File: config.mk
export PLATFORM = sky130hd
export DESIGN_NAME = mio_port_top
export DESIGN_NICKNAME = d
export VERILOG_FILES = /design/src/rtl/mio_pkg.sv /design/src/rtl/mio_sync.sv /design/src/rtl/mio_pin_cell.sv /design/src/rtl/mio_port_top.sv
export SDC_FILE = /design/constraint.sdc
export NUM_CORES = 1
export LEC_CHECK = 0
export BUFFER_PORTS_ARGS = -buffer_cell sky130_fd_sc_hd__buf_2
export CAP_MARGIN = 30
export CORE_AREA = 2 2 207 209
export DETAILED_ROUTE_END_ITERATION = 7
export DIE_AREA = 0 0 209 211
export PLACE_DENSITY = 0.36
export SLEW_MARGIN = 20
export SYNTH_ARGS = -nofsm -noshare
export SYNTH_HDL_FRONTEND = slang
export SYNTH_SLANG_ARGS = --single-unit
File: constraint.sdc
create_clock -name core_clk_i -period 2.5 [get_ports core_clk_i]
set_clock_uncertainty 0.05 [all_clocks]
set_input_delay 0.5 -clock core_clk_i [delete_from_list [all_inputs] [get_ports core_clk_i]]
set_output_delay 0.5 -clock core_clk_i [all_outputs]
set_load 0.05 [all_outputs]
File: src/rtl/mio_pkg.sv
// shared constants, modes and carrier types for the module port logic
package mio_pkg;

	// per-pin operating modes
	typedef enum logic [2:0] {
		MIO_MODE_MCU_IO,
		MIO_MODE_LOGIC_OUT,
		MIO_MODE_LOGIC_IN,
		MIO_MODE_ADDR_OUT,
		MIO_MODE_PERIPH_IO
	} mio_mode_t;

	// per-port driver sources, one bit per pin
	typedef struct packed {
		logic [7:0] mcu_dir;
		logic [7:0] mcu_dout;
		logic [7:0] cell_dout;
		logic [7:0] cell_oe;
		logic [7:0] addr_dout;
		logic [7:0] periph_dout;
		logic [7:0] periph_oe;
	} mio_pin_src_t;

	// control window offsets
	localparam logic [7:0] DRV_A_OFS = 8'h08;
	localparam logic [7:0] DRV_B_OFS = 8'h09;
	localparam logic [7:0] OE_A_OFS = 8'h0C;
	localparam logic [7:0] OE_B_OFS = 8'h0D;
	localparam logic [7:0] DRV_C_OFS = 8'h16;
	localparam logic [7:0] DRV_D_OFS = 8'h17;
	localparam logic [7:0] OE_C_OFS = 8'h1A;
	localparam logic [7:0] OE_D_OFS = 8'h1B;

	// reset values and field masks
	localparam logic [7:0] REG_RESET = 8'h00;
	localparam logic [7:0] AB_SLEW_MASK = 8'h0F;
	localparam logic [7:0] AB_OD_MASK = 8'hF0;
	localparam logic [7:0] PC_PIN_MASK = 8'h9C;
	localparam logic [7:0] PD_PIN_MASK = 8'h06;

	// dedicated and general-purpose pin positions
	localparam int PC_BATT_BIT = 2;
	localparam int PC_RDY_BIT = 3;
	localparam int PC_STBY_BIT = 4;
	localparam int PC_GP_BIT = 7;
	localparam int PD_CLK_BIT = 1;
	localparam int PD_CSI_BIT = 2;

endpackage : mio_pkg

File: src/rtl/mio_sync.sv
// two-stage synchroniser for pin inputs
`timescale 1ns/1ns
module mio_sync #(
	parameter int W = 1
) (
	// clock and reset
	input wire logic core_clk_i,
	input wire logic rst_i,
	// data
	input wire logic [W-1:0] async_i,
	output logic [W-1:0] sync_o
);
	logic [W-1:0] meta_reg;

	// first stage feeds only the second stage
	always_ff @(posedge core_clk_i) begin
		if (rst_i) begin
			meta_reg <= '0;
			sync_o <= '0;
		end else begin
			meta_reg <= async_i;
			sync_o <= meta_reg;
		end
	end
endmodule : mio_sync

File: src/rtl/mio_pin_cell.sv
// one port pin: mode mux, output-enable combine and drive type
`timescale 1ns/1ns
module mio_pin_cell #(
	parameter bit OD_OK = 1'b0,
	parameter bit SLEW_OK = 1'b0,
	parameter bit PERIPH_OK = 1'b0,
	parameter bit ADDR_OK = 1'b0
) (
	// mode
	input wire mio_pkg::mio_mode_t mode_i,
	// sources
	input wire logic mcu_dir_i,
	input wire logic mcu_dout_i,
	input wire logic cell_dout_i,
	input wire logic cell_oe_i,
	input wire logic addr_dout_i,
	input wire logic periph_dout_i,
	input wire logic periph_oe_i,
	input wire logic alt_drive_i,
	input wire logic ded_en_i,
	input wire logic ded_dout_i,
	input wire logic ded_oe_i,
	// results
	output logic dout_o,
	output logic oe_o,
	output logic pin_oe_o,
	output logic fast_o
);
	always_comb begin
		dout_o = mcu_dout_i;
		oe_o = 1'b0;
		if (ded_en_i) begin
			dout_o = ded_dout_i;
			oe_o = ded_oe_i;
		end else begin
			case (mode_i)
				mio_pkg::MIO_MODE_MCU_IO: begin
					oe_o = mcu_dir_i;
				end
				mio_pkg::MIO_MODE_LOGIC_OUT: begin
					dout_o = cell_dout_i;
					oe_o = cell_oe_i;
				end
				mio_pkg::MIO_MODE_ADDR_OUT: begin
					dout_o = addr_dout_i;
					oe_o = ADDR_OK;
				end
				mio_pkg::MIO_MODE_PERIPH_IO: begin
					// ports without peripheral mode fall back to input
					dout_o = periph_dout_i;
					oe_o = PERIPH_OK & periph_oe_i;
				end
				default: begin
					oe_o = 1'b0;
				end
			endcase
		end
	end

	// open drain releases the pad on a high level but the enable status still shows output
	assign pin_oe_o = oe_o & ~(OD_OK & alt_drive_i & dout_o);
	assign fast_o = SLEW_OK & alt_drive_i;
endmodule : mio_pin_cell

File: src/rtl/mio_port_top.sv
// port A/B/C/D pin logic with drive-select and output-enable status registers
`timescale 1ns/1ns
module mio_port_top (
	// clock and reset
	input wire logic core_clk_i,
	input wire logic rst_i,
	// control window
	input wire logic [7:0] win_addr_i,
	input wire logic win_rd_i,
	input wire logic win_wr_i,
	input wire logic [7:0] win_wdata_i,
	output logic [7:0] win_rdata_o,
	// pin modes
	input wire mio_pkg::mio_mode_t [7:0] pa_mode_i,
	input wire mio_pkg::mio_mode_t [7:0] pb_mode_i,
	input wire mio_pkg::mio_mode_t [7:0] pc_mode_i,
	input wire mio_pkg::mio_mode_t [7:0] pd_mode_i,
	// driver sources
	input wire mio_pkg::mio_pin_src_t pa_src_i,
	input wire mio_pkg::mio_pin_src_t pb_src_i,
	input wire mio_pkg::mio_pin_src_t pc_src_i,
	input wire mio_pkg::mio_pin_src_t pd_src_i,
	input wire logic [7:0] out_cells_bank_second_i,
	input wire logic [7:0] pb_alloc_sel_i,
	input wire logic external_select_one_i,
	input wire logic external_select_two_i,
	// dedicated functions
	input wire logic cfg_six_pin_i,
	input wire logic cfg_ready_busy_i,
	input wire logic cfg_standby_ind_i,
	input wire logic cfg_batt_in_i,
	input wire logic cfg_clkin_i,
	input wire logic cfg_csi_i,
	input wire logic program_progress_pin_i,
	input wire logic program_fault_pin_i,
	input wire logic prog_oe_i,
	input wire logic flash_ready_i,
	input wire logic sram_on_backup_i,
	// pins
	input wire logic [7:0] pa_pin_i,
	output logic [7:0] pa_pin_o,
	output logic [7:0] pa_pin_oe_o,
	input wire logic [7:0] pb_pin_i,
	output logic [7:0] pb_pin_o,
	output logic [7:0] pb_pin_oe_o,
	input wire logic [7:0] pc_pin_i,
	output logic [7:0] pc_pin_o,
	output logic [7:0] pc_pin_oe_o,
	input wire logic [7:0] pd_pin_i,
	output logic [7:0] pd_pin_o,
	output logic [7:0] pd_pin_oe_o,
	// drive type
	output logic [7:0] pa_fast_o,
	output logic [7:0] pb_fast_o,
	output logic [7:0] pc_fast_o,
	output logic [7:0] pd_fast_o,
	// to logic arrays and memories
	output logic [7:0] pa_in_o,
	output logic [7:0] pb_in_o,
	output logic [7:0] pc_in_o,
	output logic [7:0] pd_in_o,
	output logic common_clk_en_o,
	output logic mem_standby_o
);
	logic [7:0] drv_a_reg, drv_b_reg, drv_c_reg, drv_d_reg;
	logic [7:0] stat_a_reg, stat_b_reg, stat_c_reg, stat_d_reg;
	logic [7:0] a_dout, a_oe, a_poe, b_dout, b_oe, b_poe;
	logic [7:0] c_dout, c_oe, c_poe, d_dout, d_oe, d_poe;
	logic [7:0] b_cell, d_cell, c_ded_en, c_ded_dout, c_ded_oe, d_ded_en;
	logic [7:0] pc_fast, pd_fast;
	logic [21:0] sync_out;
	logic clk_prev_reg;
	logic [1:0] warm_reg;

	function automatic logic [7:0] read_mux(input logic [7:0] ofs, input logic [7:0] da, input logic [7:0] db,
		input logic [7:0] dc, input logic [7:0] dd, input logic [7:0] sa, input logic [7:0] sb,
		input logic [7:0] sc, input logic [7:0] sd);
		case (ofs)
			mio_pkg::DRV_A_OFS: read_mux = da;
			mio_pkg::DRV_B_OFS: read_mux = db;
			mio_pkg::DRV_C_OFS: read_mux = dc;
			mio_pkg::DRV_D_OFS: read_mux = dd;
			mio_pkg::OE_A_OFS: read_mux = sa;
			mio_pkg::OE_B_OFS: read_mux = sb;
			mio_pkg::OE_C_OFS: read_mux = sc;
			mio_pkg::OE_D_OFS: read_mux = sd;
			default: read_mux = 8'h00;
		endcase
	endfunction : read_mux

	// drive-select registers; status offsets take no write
	always_ff @(posedge core_clk_i) begin
		if (rst_i) begin
			drv_a_reg <= mio_pkg::REG_RESET;
			drv_b_reg <= mio_pkg::REG_RESET;
			drv_c_reg <= mio_pkg::REG_RESET;
			drv_d_reg <= mio_pkg::REG_RESET;
		end else if (win_wr_i) begin
			case (win_addr_i)
				mio_pkg::DRV_A_OFS: drv_a_reg <= win_wdata_i;
				mio_pkg::DRV_B_OFS: drv_b_reg <= win_wdata_i;
				mio_pkg::DRV_C_OFS: drv_c_reg <= win_wdata_i & mio_pkg::PC_PIN_MASK;
				mio_pkg::DRV_D_OFS: drv_d_reg <= win_wdata_i & mio_pkg::PD_PIN_MASK;
				default: begin
				end
			endcase
		end
	end

	always_ff @(posedge core_clk_i) begin
		if (rst_i) begin
			win_rdata_o <= 8'h00;
		end else if (win_rd_i) begin
			win_rdata_o <= read_mux(win_addr_i, drv_a_reg, drv_b_reg, drv_c_reg, drv_d_reg,
				stat_a_reg, stat_b_reg, stat_c_reg, stat_d_reg);
		end
	end

	// port B output cells come from either bank through the allocator
	assign b_cell = (pb_alloc_sel_i & out_cells_bank_second_i) | (~pb_alloc_sel_i & pb_src_i.cell_dout);
	// port D logic outputs are the decode array selects, no output cell used
	always_comb begin
		d_cell = 8'h00;
		d_cell[mio_pkg::PD_CLK_BIT] = external_select_one_i;
		d_cell[mio_pkg::PD_CSI_BIT] = external_select_two_i;
	end

	// port C dedicated functions; programming status pins win over the others
	always_comb begin
		c_ded_en = 8'h00;
		c_ded_dout = 8'h00;
		c_ded_oe = 8'h00;
		d_ded_en = 8'h00;
		c_ded_en[mio_pkg::PC_BATT_BIT] = cfg_batt_in_i;
		if (cfg_six_pin_i) begin
			c_ded_en[mio_pkg::PC_RDY_BIT] = 1'b1;
			c_ded_en[mio_pkg::PC_STBY_BIT] = 1'b1;
			c_ded_dout[mio_pkg::PC_RDY_BIT] = program_progress_pin_i;
			c_ded_dout[mio_pkg::PC_STBY_BIT] = program_fault_pin_i;
			c_ded_oe[mio_pkg::PC_RDY_BIT] = prog_oe_i;
			c_ded_oe[mio_pkg::PC_STBY_BIT] = prog_oe_i;
		end else begin
			c_ded_en[mio_pkg::PC_RDY_BIT] = cfg_ready_busy_i;
			c_ded_dout[mio_pkg::PC_RDY_BIT] = flash_ready_i;
			c_ded_oe[mio_pkg::PC_RDY_BIT] = 1'b1;
			c_ded_en[mio_pkg::PC_STBY_BIT] = cfg_standby_ind_i;
			c_ded_dout[mio_pkg::PC_STBY_BIT] = sram_on_backup_i;
			c_ded_oe[mio_pkg::PC_STBY_BIT] = 1'b1;
		end
		// clock and select inputs keep the driver off
		d_ded_en[mio_pkg::PD_CLK_BIT] = cfg_clkin_i;
		d_ded_en[mio_pkg::PD_CSI_BIT] = cfg_csi_i;
	end

	genvar gi;
	generate
		for (gi = 0; gi < 8; gi++) begin : g_ab
			mio_pin_cell #(
				.OD_OK(mio_pkg::AB_OD_MASK[gi]), .SLEW_OK(mio_pkg::AB_SLEW_MASK[gi]),
				.PERIPH_OK(1'b1), .ADDR_OK(1'b1)
			) u_a (
				.mode_i(pa_mode_i[gi]), .mcu_dir_i(pa_src_i.mcu_dir[gi]), .mcu_dout_i(pa_src_i.mcu_dout[gi]),
				.cell_dout_i(pa_src_i.cell_dout[gi]), .cell_oe_i(pa_src_i.cell_oe[gi]),
				.addr_dout_i(pa_src_i.addr_dout[gi]), .periph_dout_i(pa_src_i.periph_dout[gi]),
				.periph_oe_i(pa_src_i.periph_oe[gi]), .alt_drive_i(drv_a_reg[gi]),
				.ded_en_i(1'b0), .ded_dout_i(1'b0), .ded_oe_i(1'b0),
				.dout_o(a_dout[gi]), .oe_o(a_oe[gi]), .pin_oe_o(a_poe[gi]), .fast_o(pa_fast_o[gi])
			);
			mio_pin_cell #(
				.OD_OK(mio_pkg::AB_OD_MASK[gi]), .SLEW_OK(mio_pkg::AB_SLEW_MASK[gi]),
				.PERIPH_OK(1'b0), .ADDR_OK(1'b1)
			) u_b (
				.mode_i(pb_mode_i[gi]), .mcu_dir_i(pb_src_i.mcu_dir[gi]), .mcu_dout_i(pb_src_i.mcu_dout[gi]),
				.cell_dout_i(b_cell[gi]), .cell_oe_i(pb_src_i.cell_oe[gi]), .addr_dout_i(pb_src_i.addr_dout[gi]),
				.periph_dout_i(1'b0), .periph_oe_i(1'b0), .alt_drive_i(drv_b_reg[gi]),
				.ded_en_i(1'b0), .ded_dout_i(1'b0), .ded_oe_i(1'b0),
				.dout_o(b_dout[gi]), .oe_o(b_oe[gi]), .pin_oe_o(b_poe[gi]), .fast_o(pb_fast_o[gi])
			);
			if (mio_pkg::PC_PIN_MASK[gi]) begin : g_c
				mio_pin_cell #(
					.OD_OK(1'b1), .SLEW_OK(1'b0), .PERIPH_OK(1'b0), .ADDR_OK(1'b0)
				) u_c (
					.mode_i(pc_mode_i[gi]), .mcu_dir_i(pc_src_i.mcu_dir[gi]), .mcu_dout_i(pc_src_i.mcu_dout[gi]),
					.cell_dout_i(pc_src_i.cell_dout[gi]), .cell_oe_i(pc_src_i.cell_oe[gi]),
					.addr_dout_i(1'b0), .periph_dout_i(1'b0), .periph_oe_i(1'b0), .alt_drive_i(drv_c_reg[gi]),
					.ded_en_i(c_ded_en[gi]), .ded_dout_i(c_ded_dout[gi]), .ded_oe_i(c_ded_oe[gi]),
					.dout_o(c_dout[gi]), .oe_o(c_oe[gi]), .pin_oe_o(c_poe[gi]), .fast_o(pc_fast[gi])
				);
			end else begin : g_c_scan
				// boundary-scan positions belong to the test port only
				assign c_dout[gi] = 1'b0;
				assign c_oe[gi] = 1'b0;
				assign c_poe[gi] = 1'b0;
				assign pc_fast[gi] = 1'b0;
			end
			if (mio_pkg::PD_PIN_MASK[gi]) begin : g_d
				mio_pin_cell #(
					.OD_OK(1'b0), .SLEW_OK(1'b1), .PERIPH_OK(1'b0), .ADDR_OK(1'b0)
				) u_d (
					.mode_i(pd_mode_i[gi]), .mcu_dir_i(pd_src_i.mcu_dir[gi]), .mcu_dout_i(pd_src_i.mcu_dout[gi]),
					.cell_dout_i(d_cell[gi]), .cell_oe_i(pd_src_i.cell_oe[gi]),
					.addr_dout_i(1'b0), .periph_dout_i(1'b0), .periph_oe_i(1'b0), .alt_drive_i(drv_d_reg[gi]),
					.ded_en_i(d_ded_en[gi]), .ded_dout_i(1'b0), .ded_oe_i(1'b0),
					.dout_o(d_dout[gi]), .oe_o(d_oe[gi]), .pin_oe_o(d_poe[gi]), .fast_o(pd_fast[gi])
				);
			end else begin : g_d_none
				assign d_dout[gi] = 1'b0;
				assign d_oe[gi] = 1'b0;
				assign d_poe[gi] = 1'b0;
				assign pd_fast[gi] = 1'b0;
			end
		end
	endgenerate

	assign pc_fast_o = pc_fast;
	assign pd_fast_o = pd_fast;

	// pin drivers sample the open-drain gated enable; status samples the mode enable ahead of that gate
	always_ff @(posedge core_clk_i) begin
		if (rst_i) begin
			{pa_pin_o, pb_pin_o, pc_pin_o, pd_pin_o} <= '0;
			{pa_pin_oe_o, pb_pin_oe_o, pc_pin_oe_o, pd_pin_oe_o} <= '0;
		end else begin
			{pa_pin_o, pb_pin_o, pc_pin_o, pd_pin_o} <= {a_dout, b_dout, c_dout, d_dout};
			{pa_pin_oe_o, pb_pin_oe_o, pc_pin_oe_o, pd_pin_oe_o} <= {a_poe, b_poe, c_poe, d_poe};
		end
	end

	always_ff @(posedge core_clk_i) begin
		if (rst_i) begin
			stat_a_reg <= mio_pkg::REG_RESET;
			stat_b_reg <= mio_pkg::REG_RESET;
			stat_c_reg <= mio_pkg::REG_RESET;
			stat_d_reg <= mio_pkg::REG_RESET;
		end else begin
			stat_a_reg <= a_oe;
			stat_b_reg <= b_oe;
			stat_c_reg <= c_oe & mio_pkg::PC_PIN_MASK;
			stat_d_reg <= d_oe & mio_pkg::PD_PIN_MASK;
		end
	end

	// pin inputs: A, B, used C pins, used D pins
	mio_sync #(.W(22)) u_sync (
		.core_clk_i(core_clk_i),
		.rst_i(rst_i),
		.async_i({pd_pin_i[2:1], pc_pin_i[7], pc_pin_i[4:2], pb_pin_i, pa_pin_i}),
		.sync_o(sync_out)
	);

	assign pa_in_o = sync_out[7:0];
	assign pb_in_o = sync_out[15:8];
	assign pc_in_o = {sync_out[19], 2'b00, sync_out[18:16], 2'b00};
	assign pd_in_o = {5'b00000, sync_out[21:20], 1'b0};

	// edge of the external clock becomes a one-cycle enable for the cells and power-down counter
	// the synchroniser shows zero for two edges after reset while a pulled-up pin idles high,
	// so the previous level is held high until the synchronised value is real: no false edge after reset
	always_ff @(posedge core_clk_i) begin
		if (rst_i) begin
			warm_reg <= 2'b00;
		end else begin
			warm_reg <= {warm_reg[0], 1'b1};
		end
	end

	always_ff @(posedge core_clk_i) begin
		if (rst_i) begin
			clk_prev_reg <= 1'b1;
		end else begin
			clk_prev_reg <= warm_reg[1] ? sync_out[20] : 1'b1;
		end
	end
	assign common_clk_en_o = cfg_clkin_i & sync_out[20] & ~clk_prev_reg;
	assign mem_standby_o = cfg_csi_i & sync_out[21];
endmodule : mio_port_top

======== Word level (Yosys, flattened, before mapping) ========
Cells that the tools add are included.
word-level totals
  flip-flop bits (word level) ............. 165
  output and inout bits ................... 138
  word-level logic and storage cells ...... 237
operators by class
  equality and inequality tests ........... 74
  multiplexer cells ....................... 55
  bitwise logic cells ..................... 45
  reduce and logical (&&, ||, !) cells .... 35
operator list
  cell                  count
  $pmux W1 S3           24
  $eq A3 B1 Y1 const B  22
  $eq A3 B2 Y1 const B  22
  $eq A3 B3 Y1 const B  22
  $logic_not A3 Y1      22
  $pmux W8 S8           1
  $eq A8 B4 Y1 const B  4
  $eq A8 B5 Y1 const B  4
  $pmux W1 S4           8
  $and A1 B1 Y1         27
  $pmux W1 S2           12
  $reduce_or A2 Y1      9
  $and A8 B8 Y8         2
  $not A1 Y1            14
  $not A8 Y8            1
  $or A8 B8 Y8          1
  $reduce_and A2 Y1     4
  $mux W1               7
  $mux W2               3

======== Longest topological paths before layout ========
Gate-level depths: netlist (run 1).
  depth after elaboration ................. 7
  depth in mapped cells ................... 6

======== By module ========
From an unflattened synthesis (run 1), not the netlist that was laid out.
second synthesis, totals
  cell total of the unflattened synthesis .. 846
  area, all modules ....................... 7696.1 sq um
by module, submodules not included
  module                              instances  cells each  area each (sq um)  seq. area each (sq um)
  mio_port_top                        1          378         3862.5             1981.9
  mio_sync                            1          92          1176.1             880.8
  mio_pin_cell (g_ab[2].g_c.u_c ...)  4          20          140.1              0.0
  mio_pin_cell (g_ab[4].u_a ...)      4          18          131.4              0.0
  mio_pin_cell (g_ab[0].u_a ...)      4          16          116.4              0.0
  mio_pin_cell (g_ab[4].u_b ...)      4          17          113.9              0.0
  mio_pin_cell (g_ab[0].u_b ...)      4          16          107.6              0.0
  mio_pin_cell (g_ab[1].g_d.u_d ...)  2          14          110.1              0.0

======== Worst setup path after synthesis (run 1) ========
Ideal clock, no wire load.
  path type ............................... input-to-reg
  from .................................... in win_addr_i[1]
  to ...................................... reg drv_a_reg[0]
  library setup time ...................... 0.128 ns
  arrival time ............................ 1.811 ns
  data required time ...................... 2.322 ns
  slack ................................... 0.512 ns
  stages on the path ...................... 6
  cells stage by stage .................... buf_6 > or4b_4 > or3_1 > buf_6 > mux2i_1 > nor2_1
between the ends
  longest elaborated chain between the ends .. 2
ends and longest elaborated chain
  element                      line                 source
  from (decl)                  mio_port_top.sv:8    input wire logic [7:0] win_addr_i,
  $eq A8 B4 Y1                 mio_port_top.sv:99   case (win_addr_i)
  $reduce_and A2 Y1 (no line)  -
  to (signal assigned)         mio_port_top.sv:94   drv_a_reg <= mio_pkg::REG_RESET;
  to (signal assigned)         mio_port_top.sv:100  mio_pkg::DRV_A_OFS: drv_a_reg <= win_wdata_i;
  to (decl)                    mio_port_top.sv:65   logic [7:0] drv_a_reg, drv_b_reg, drv_c_reg, drv_d_reg;
Every way passes these cells.
A chain may end at the register's enable or synchronous reset.

======== Worst setup path in the final report (run 1) ========
  from .................................... in win_addr_i[3]
  to ...................................... reg drv_a_reg[1]
The elaborated chain is that of the path after synthesis.

==> results of run 1 <==
-- cell usage in the layout, fill, tap and decap left out, types with 4 or more instances in the layout --
| master | synthesis | layout |
|---|---|---|
| nor3b_1 | 6 | 6 |
| o21ai_0 | 33 | 33 |
| nand2b_1 | 12 | 12 |
| a31oi_1 | 6 | 6 |
| mux2i_1 | 61 | 61 |
| a211oi_1 | 15 | 15 |
| clkbuf_16 | 0 | 17 |
| a22oi_1 | 5 | 5 |
| inv_1 | 27 | 27 |
| mux2_2 | 15 | 15 |
| a21oi_1 | 19 | 19 |
| buf_4 | 71 | 16 |
| o211ai_1 | 10 | 10 |
| nand2_1 | 35 | 35 |
| nand3_1 | 7 | 7 |
| nor2_1 | 82 | 82 |
| inv_6 | 0 | 7 |
| buf_2 | 4 | 339 |
| nor2b_1 | 48 | 48 |
| o2111ai_1 | 4 | 4 |
| o21a_1 | 9 | 9 |
| conb_1 | 1 | 52 |
| nor3_1 | 14 | 14 |
| dfxtp_1 | 133 | 133 |
| a2111oi_0 | 6 | 6 |
-- layer usage --
metal	up-vias	global-route usage, %	share of wire (%)
li1	2937	-	-
met3	13	3.43	6.4
met2	240	18.6	50
met5	-	0	0.10
met4	4	3.15	0.95
met1	2686	12.0	42
-- cells by family (layout without fill, tap and decap cells) --
| group | count (synthesis) | count (layout) | share of synthesized area, % |
|---|---|---|---|
| and+or+nand+nor | 231 | 231 | 18.9 |
| DFF | 133 | 133 | 42.5 |
| AOI/OAI and AO/OA | 123 | 123 | 12.9 |
| buffers and inverters | 122 | 415 | 11.9 |
| muxes | 79 | 79 | 13.5 |
| other | 1 | 54 | 0.0599 |
| xor gates and xnor gates | 1 | 1 | 0.140 |
-- area by class of cell --
type / instances / area, um^2
Clock inverter: 14 / 140
Multi-Input combinational cell: 486 / 3050
Fill cell: 4679 / 32900
Sequential cell: 133 / 2660
Inverter: 27 / 101
Tap cell: 539 / 674
Antenna cell: 2 / 5.00
Timing Repair Buffer: 356 / 1840
Clock buffer: 18 / 439
-- stage by stage --
step / hold WS [ps] / worst slack, ps / instance area, um^2 / std cells / utilization (%)
after global routing: 173 / 680 / 8900 / 1573 / 21.3
after CTS: 146 / 712 / 8900 / 1573 / 21.3
after global placement: 308 / 289 / 8320 / 1541 / 19.9
after detailed placement: 303 / 298 / 8320 / 1541 / 19.9
final: 185 / 745 / 8910 / 1575 / 21.3
after floorplan: 293 / 512 / 6450 / 741 / -
-- worst paths after layout --
kind                  start             end  slack (ps)
max           win_addr_i[3]    drv_a_reg[1]         750
min           cfg_batt_in_i     pc_pin_o[2]         190
max reg2reg  pb_pin_oe_o[2]  win_rdata_o[2]        1030
min reg2reg     warm_reg[1]    clk_prev_reg         320
-- power by group through the flow --
stage	Clock (W)	Sequential, W	Combinational, W
2_1_floorplan	0	0.00246	0.000535
3_3_place_gp	0	0.00228	0.00105
3_5_place_dp	0	0.00228	0.00105
4_1_cts	0.00267	0.00223	0.00105
5_1_grt	0.00275	0.00224	0.00112
6_report	0.00254	0.00223	0.00104
-- worst max-delay path: stages --
cell and delay (ps):
buf_2 180, or4b_4 530, or3_1 380, buf_4 220
mux2i_1 160, nor2_1 50
==> results by group, run 1 <==
Layout
  • Layout cells sized above 1: 39.6%
  • Syn-to-layout area delta: 42.2%
  • Final nets: 1,422

STA
  • FMAX: 570 MHz
  • Slew HR: 67.2%
  • Pins Over Slew Limit: 0
  • Slew of the pin with the lowest slew margin: 478 ps
  • RSZ-0062 raised after global routing: no
  • Tmin final: 1750 ps
  • Setup TNS: 0 ps
  • Crit share post-route: 70.2%
  • Setup violations, final: 0
  • Hold Fails Final Rpt: 0

Placement
  • Number of I/O port buffers: 340
  • RePlAce Congestion: 0.802
  • Detail Placement HPWL: 18.9 mm

Routing
  • Drt total wl: 23.3 mm
  • Drt via density: 3.73
  • Wire per inst: 14.8 um
  • Via count: 5,880
  • 1st-iter DRT viols: 172
  • Post-route ant nets: 0
  • DR pass1 iterations: 4
  • DRC Markers: 0

Clock network
  • CTS tree: yes
  • CTS H-tree depth: 4
  • CTS clk-pin slew, worst paths: 70 ps
  • Clk buf depth: 2
  • Hold_buf cts: 0
  • Clock Sinks: 133
  • Post-CTS setup buffer count: 0
  • Cells resized by post-CTS repair: 0
  • CTS buffer count: 17
  • Clk_lat worst skew: 430 ps
  • Root Driver: clkbuf_16

Min path
  • Worst hold path cell count: 2
  • HP Class: in -> reg

Floorplan
  • Io pins: 539
  • Die width: 209 um
  • Die area: 44,100 um^2
  • Initial core utilization: 15.0%
  • Core area: 41,800 um^2
  • Floorplan row count: 75
  • Die height: 211 um

Logic synthesis
  • Synth unique cells: 56
  • Synthesis warning total: 0
  • #FFs+latches synth: 133
  • Area contributors post-synth: dfxtp_1, mux2i_1, buf_4
  • Top_reg_cell synth: dfxtp_1
  • Share of the synthesized area in the top cell type: 42.5%
  • Avg Cell Area, Syn: 9.08 um^2
  • Sequential cell area fraction in the yosys report: 42.5%
  • Post-Synthesis Cells: 690
  • Mapped cell area: 6260 um^2
  • Top cells by count, synth: dfxtp_1, nor2_1, buf_4
  • Post-synth top area cell: dfxtp_1
  • Cell with the most instances after synthesis: dfxtp_1
  • Async S/R FF share, synth: 0%
  • EDFF count, synth: 0

Critical path
  • CP Data Arrival Time: 2020 ps
  • Setup crit end kind: flip-flop
  • Worst r2r path cells: 4
  • Crit Path Max Fanout: 10
  • Type of the worst setup path: in -> reg
  • WP data required: 2770 ps
  • Setup crit start kind: input pin

Global routing
  • Global Route Usage Sum: 10.5%
  • Largest net degree at the start of global routing: 30
  • First-pass GRT wire length: 34.2 mm
  • GRT overflow: 0
  • Antenna violations before repair: 4
  • Vias in the first global route: 5,910

Pwr
  • Overall Power: 0.00581 W
  • VDD IR max: 0.347 mV
  • PwrDens: 652 nW/um^2
  • Sw Share: 31.6%
  • Clock power frac: 43.7%
  • Share of power burned in registers: 38.4%
  • Comb pwr share: 17.8%
  • Net load switching power: 0.00184 W
  • Standby leakage power: 4.24 nW
  • Int Pwr: 0.00397 W

Job
  • Max-Cap Viols: 0

Run status
  • Status: completed
(Power assumes the default switching activity.)
==> run 2, diff against run 1 <==
clock period = 1.7 ns   (was 2.5 ns; I/O delays follow)
==> results by group, run 2 (synthesis gave the netlist of run 1 again) <==
Run status
  • Status: completed (unchanged)

Pwr
  • PwrDens: 940 nW/um^2 (was 652 nW/um^2)
  • Standby leakage power: 4.39 nW (was 4.24 nW)
  • VDD IR max: 0.479 mV (was 0.347 mV)
  • Overall Power: 0.00860 W (was 0.00581 W)

STA
  • FMAX: 631 MHz
  • RSZ-0062 raised after global routing: no (unchanged)
  • Tmin final: 1580 ps
  • Hold Fails Final Rpt: 0 (unchanged)
  • Pins Over Slew Limit: 0 (unchanged)
  • Crit share post-route: 93.2%
  • Setup violations, final: 0 (unchanged)

Routing
  • Drt via density: 3.69 (was 3.73)
  • DRC Markers: 0 (unchanged)
  • 1st-iter DRT viols: 122 (was 172)
  • Drt total wl: 23.0 mm (was 23.3 mm)
  • Via count: 5,902 (was 5,880)
  • Post-route ant nets: 0 (unchanged)
  • Wire per inst: 14.3 um (was 14.8 um)
  • DR pass1 iterations: 4 (unchanged)

Critical path
  • Setup crit start kind: flip-flop (was input pin)
  • Critical Path, Cell by Cell: nand2_1 -> nor2_2 -> buf_2 (was buf_2 -> or4b_4 -> or3_1 -> buf_4 -> mux2i_1 -> nor2_1)
  • Slowest CP cell: dfxtp_1 (was or4b_4)
  • Crit Path Max Fanout: 3 (was 10)
  • CP Data Arrival Time: 1190 ps (was 2020 ps)
  • Type of the worst setup path: reg -> out (was in -> reg)
  • WP data required: 1310 ps (was 2770 ps)
  • Setup crit end kind: output pin (was flip-flop)
  • Slowest stage delay, CP: 350 ps (was 530 ps)

Job
  • Max-Cap Viols: 0 (unchanged)

Layout
  • Layout Utilization: 21.9% (was 21.3%)
  • Commonest non-fill, non-tap cell in the layout: buf_2 (unchanged)
  • Fillers: 4,630 (was 4,679)
  • Syn-to-layout area delta: 46.2% (was 42.2%)
  • Most frequent cells in the layout: buf_2, dfxtp_1, nor2_1, mux2i_1, conb_1 (unchanged)
  • Layout cells sized above 1: 41.0% (was 39.6%)
  • Final nets: 1,449 (was 1,422)

Floorplan
  • Initial core utilization: 15.0% (unchanged)
  • Floorplan row count: 75 (unchanged)
  • Die height: 211 um (unchanged)
  • Io pins: 539 (unchanged)
  • Die width: 209 um (unchanged)
  • Core area: 41,800 um^2 (unchanged)
  • Die area: 44,100 um^2 (unchanged)

Placement
  • Detail Placement HPWL: 18.5 mm (was 18.9 mm)
  • Number of I/O port buffers: 340 (unchanged)
  • RePlAce Congestion: 0.739 (was 0.802)

Clock network
  • CTS tree: yes (unchanged)
  • Root Driver: clkbuf_16 (unchanged)
  • Clk buf depth: 2 (unchanged)
  • CTS buffer count: 17 (unchanged)
  • Post-CTS setup buffer count: 0 (unchanged)
  • Clk_lat worst skew: 440 ps (was 430 ps)
  • CTS H-tree depth: 4 (unchanged)
  • Clock Sinks: 133 (unchanged)
  • CTS clk-pin slew, worst paths: 70 ps (about the same)

Global routing
  • Routing usage on met2: 18.0% (was 18.6%)
  • Vias in the first global route: 5,849 (was 5,910)
  • Global Route Usage Sum: 10.2% (was 10.5%)
  • Met3 GRT Util: 3.87% (was 3.43%)
  • Top Usage Layer GRT: met2 (unchanged)
  • Grt met1 use: 11.4% (was 12.0%)
  • GRT overflow: 0 (unchanged)
  • Antenna violations before repair: 6 (was 4)
  • First-pass GRT wire length: 33.4 mm (was 34.2 mm)
  • Largest net degree at the start of global routing: 54 (was 30)

Min path
  • HP Class: in -> reg (unchanged)
==> run 2: changes by cell type in the layout (fill, tap and decap cells not counted) <==
cell	before	now
dlygate4sd3_1	0	2
clkbuf_8	1	0
buf_4	16	38
buf_12	1	4
nor2_2	0	1
nor2_1	82	81
inv_8	1	4
diode_2	2	1
clkinvlp_4	2	1
clkinv_4	2	1
==> run 2: layout make-up <==
class | instances | area (um^2) | share of cell area, %
diodes | 1 | 2.50 | 0.0273
inverters | 27 | 101 | 1.11
repair buffers | 383 | 2080 | 22.7
multi-input cells | 486 | 3050 | 33.3
clock inverters | 15 | 158 | 1.72
well taps | 539 | 674 | 7.37
flip-flops and latches | 133 | 2660 | 29.1
clock buffers | 17 | 425 | 4.65
==> run 2: layer usage <==
layer  up-vias  part of all wire, %
li1       2993                    -
met1      2656                   42
met2       220                   49
met3        25                  7.2
met4         8                  1.3
met5         -                 0.24
==> run 2: critical path, delay by kind of cell (launching register included) <==
family	cells	cell delay, ps
simple gates	2	130
flops	1	350
buf+inv	1	270
==> run 2: final timing paths <==
path / startpoint / to / slack, ps / cells past startpoint
worst max-delay path: u_sync.sync_o[20] / common_clk_en_o / 120 / 3
worst min-delay path: pb_mode_i[5] / pb_pin_oe_o[1] / 50 / 2
worst max register to register: pb_pin_oe_o[2] / win_rdata_o[2] / 430 / 5
worst min register to register: warm_reg[1] / clk_prev_reg / 320 / 1
==> run 2: through the flow <==
stage | worst slack [ps] | std cells | hold slack, ps | cell area [um^2] | TNS, ps
after global routing | 25.6 | 1600 | 18.8 | 9150 | 0
after floorplan | -125 | 741 | 293 | 6460 | -1450
after global placement | -299 | 1566 | 304 | 8550 | -4680
after CTS | 65.5 | 1600 | 6.23 | 9150 | 0
final | 116 | 1601 | 46.8 | 9160 | 0
after detailed placement | -297 | 1566 | 307 | 8550 | -4710
==> run 2: power by group <==
part           switching (W)  total (W)  internal (W)  leakage (nW)
logic                0.00103    0.00156      0.000534          3.01
clock network        0.00167    0.00376       0.00208         0.288
registers          0.0000374    0.00328       0.00325          1.09
==> run 2: timing repair <==
action                     4_1_cts  5_1_grt
setup endpoints to repair        0        0
gates resized for setup          0        0
hold endpoints to repair         2        0
hold buffers                     2        0
==> run 3, diff against run 2 <==
--- a/config.mk
+++ b/config.mk
@@ -8,8 +8,10 @@
 export BUFFER_PORTS_ARGS = -buffer_cell sky130_fd_sc_hd__buf_2
 export CAP_MARGIN = 30
-export CORE_AREA = 2 2 207 209
+export CELL_PAD_IN_SITES_DETAIL_PLACEMENT = 1
+export CELL_PAD_IN_SITES_GLOBAL_PLACEMENT = 1
+export CORE_AREA = 2 2 212 214
 export DETAILED_ROUTE_END_ITERATION = 7
-export DIE_AREA = 0 0 209 211
-export PLACE_DENSITY = 0.36
+export DIE_AREA = 0 0 214 216
+export PLACE_DENSITY_LB_ADDON = 0.25
 export SLEW_MARGIN = 20
 export SYNTH_ARGS = -nofsm -noshare
==> constraint.sdc (replaced) <==
create_clock -name core_clk_i -period 1.7 [get_ports core_clk_i]
set_clock_uncertainty 0.05 [all_clocks]
set_input_delay 0.17 -clock core_clk_i [delete_from_list [all_inputs] [get_ports core_clk_i]]
set_output_delay 0.17 -clock core_clk_i [all_outputs]
set_load 0.05 [all_outputs]
==> results by group, run 3 (synthesis gave the netlist of run 1 again) <==
Floorplan
  • Io pins: 539 (unchanged)
  • Die height: 216 um (was 211 um)
  • Initial core utilization: 14.3% (was 15.0%)
  • Core area: 43,800 um^2 (was 41,800 um^2)
  • Floorplan row count: 77 (was 75)
  • Die area: 46,200 um^2 (was 44,100 um^2)
  • Die width: 214 um (was 209 um)

Min path
  • Worst hold path cell count: 3 (was 2)
  • HP Class: in -> reg (unchanged)

Pwr
  • Share of power burned in registers: 37.0% (was 38.2%)
  • PwrDens: 892 nW/um^2 (was 940 nW/um^2)
  • Sw Share: 30.1% (was 31.8%)
  • Clock power frac: 43.7% (about the same)
  • Comb pwr share: 19.3% (was 18.1%)
  • VDD IR max: 0.508 mV (was 0.479 mV)
  • Standby leakage power: 4.69 nW (was 4.39 nW)
  • Int Pwr: 0.00620 W (was 0.00586 W)
  • Net load switching power: 0.00268 W (was 0.00274 W)

Global routing
  • Routing usage on met2: 20.0% (was 18.0%)
  • First-pass GRT wire length: 38.9 mm (was 33.4 mm)
  • Vias in the first global route: 6,602 (was 5,849)
  • Global Route Usage Sum: 11.2% (was 10.2%)
  • Top Usage Layer GRT: met2 (unchanged)
  • Met3 GRT Util: 3.93% (was 3.87%)
  • Largest net degree at the start of global routing: 28 (was 54)
  • Antenna violations before repair: 8 (was 6)
  • Grt met1 use: 12.3% (was 11.4%)
  • GRT overflow: 0 (unchanged)

STA
  • Hold Slack: 25.3 ps (was 46.8 ps)
  • Crit share post-route: 98.4% (was 93.2%)
  • Pins Over Slew Limit: 0 (unchanged)
  • Setup violations, final: 0 (unchanged)
  • Hold Fails Final Rpt: 0 (unchanged)
  • Tmin final: 1670 ps (was 1580 ps)
  • FMAX: 598 MHz (was 631 MHz)
  • RSZ-0062 raised after global routing: no (unchanged)

Clock network
  • CTS tree: yes (unchanged)
  • CTS buffer count: 17 (unchanged)
  • Clk buf depth: 2 (unchanged)
  • Clock Sinks: 133 (unchanged)
  • Clk_lat worst skew: 430 ps (was 440 ps)
  • CTS H-tree depth: 4 (unchanged)
  • Root Driver: clkbuf_16 (unchanged)
  • CTS clk-pin slew, worst paths: 60 ps (was 70 ps)

Routing
  • DR pass1 iterations: 4 (unchanged)
  • Drt via density: 3.67 (was 3.69)
  • Drt total wl: 25.7 mm (was 23.0 mm)
  • Via count: 6,322 (was 5,902)
  • DRC Markers: 0 (unchanged)
  • Post-route ant nets: 0 (unchanged)
  • Wire per inst: 14.9 um (was 14.3 um)
  • 1st-iter DRT viols: 177 (was 122)

Layout
  • Syn-to-layout area delta: 58.9% (was 46.2%)
  • Final nets: 1,516 (was 1,449)
  • Final instance area: 9950 um^2 (was 9160 um^2)
  • Most frequent cells in the layout: buf_2, dfxtp_1, nor2_1, dlygate4sd3_1, mux2i_1 (was buf_2, dfxtp_1, nor2_1, mux2i_1, conb_1)
  • Layout cells sized above 1: 37.8% (was 41.0%)
  • Commonest non-fill, non-tap cell in the layout: buf_2 (unchanged)
  • Fillers: 5,253 (was 4,630)

Critical path
  • Type of the worst setup path: in -> reg (was reg -> out)
  • Worst r2r path cells: 5 (unchanged)
  • Most common cell on crit path: dlygate4sd3_1
  • CP Data Arrival Time: 2000 ps (was 1190 ps)
  • Critical Path, Cell by Cell: dlygate4sd3_1 -> buf_2 -> nor2_2 -> a22oi_1 -> mux2_2 -> nor3_2 -> dlygate4sd3_1 (was nand2_1 -> nor2_2 -> buf_2)
  • Setup crit start kind: input pin (was flip-flop)
  • Setup crit end kind: flip-flop (was output pin)
  • Crit Path Max Fanout: 2 (was 3)
  • Slowest CP cell: dlygate4sd3_1 (was dfxtp_1)
  • WP data required: 2020 ps (was 1310 ps)
  • Slowest stage delay, CP: 550 ps (was 350 ps)

Job
  • Max-Cap Viols: 0 (unchanged)

Placement
  • RePlAce Congestion: 0.789 (was 0.739)
  • Detail Placement HPWL: 20.9 mm (was 18.5 mm)
  • Number of I/O port buffers: 340 (unchanged)
  • Post-DP Area: 8520 um^2 (was 8550 um^2)

Run status
  • Status: completed (unchanged)
run 3: routing by layer:
metal / wire, um / share of wire, %
met1: 10300 / 40
met2: 13300 / 52
met3: 1840 / 7.2
met4: 262 / 1.0
met5: 13 / 0.051
run 3: per-stage QoR:
step                      setup TNS, ps  setup slack (ps)  power (W)  util (%)  cells
after floorplan                       0              41.9    0.00440         -    741
after global placement             -758             -98.6    0.00492      19.4   1608
after detailed placement           -816              -108    0.00494      19.4   1608
after CTS                             0              74.5    0.00910      22.6   1719
after global routing                  0              14.9    0.00935      22.7   1722
final                                 0              26.8    0.00887      22.7   1724
run 3: repair_timing:
| action | CTS | global route |
|---|---|---|
| endpoints found under the hold margin | 84 | 0 |
| hold buffers | 80 | 0 |
| gates resized for setup | 0 | 4 |
| buffers inserted | 0 | 0 |
| endpoints found under the setup margin | 0 | 2 |
run 3: final cells by class:
cell class,instances,area [um^2],area share (%)
multi-input combinational,486,3060,30.8
timing repair buffer,450,2770,27.8
sequential,133,2660,26.8
tap,592,741,7.45
clock buffer,17,425,4.28
clock inverter,14,176,1.77
inverter,27,101,1.02
antenna,5,12.5,0.126
run 3: worst max-delay path: cells and delay by family:
family / cells / cell delay (ps)
compound gates: 1 / 90
simple gates: 2 / 220
mux: 1 / 280
buf+inv: 3 / 1240
run 3: power by group through the flow:
stage,clock network (W),logic [W],registers [W]
floorplan,0,0.000786,0.00362
global placement,0,0.00157,0.00336
detailed placement,0,0.00158,0.00336
CTS,0.00408,0.00173,0.00329
global route,0.00419,0.00185,0.00330
finish,0.00387,0.00171,0.00329
run 3: path summary, 6_finish.rpt:
check                 start             end  slack [ps]
max            pd_mode_i[7]     pd_pin_o[2]          30
max reg2reg  pa_pin_oe_o[3]  win_rdata_o[3]         330
min           cfg_six_pin_i     pc_pin_o[4]          30
min reg2reg     warm_reg[1]    clk_prev_reg         310
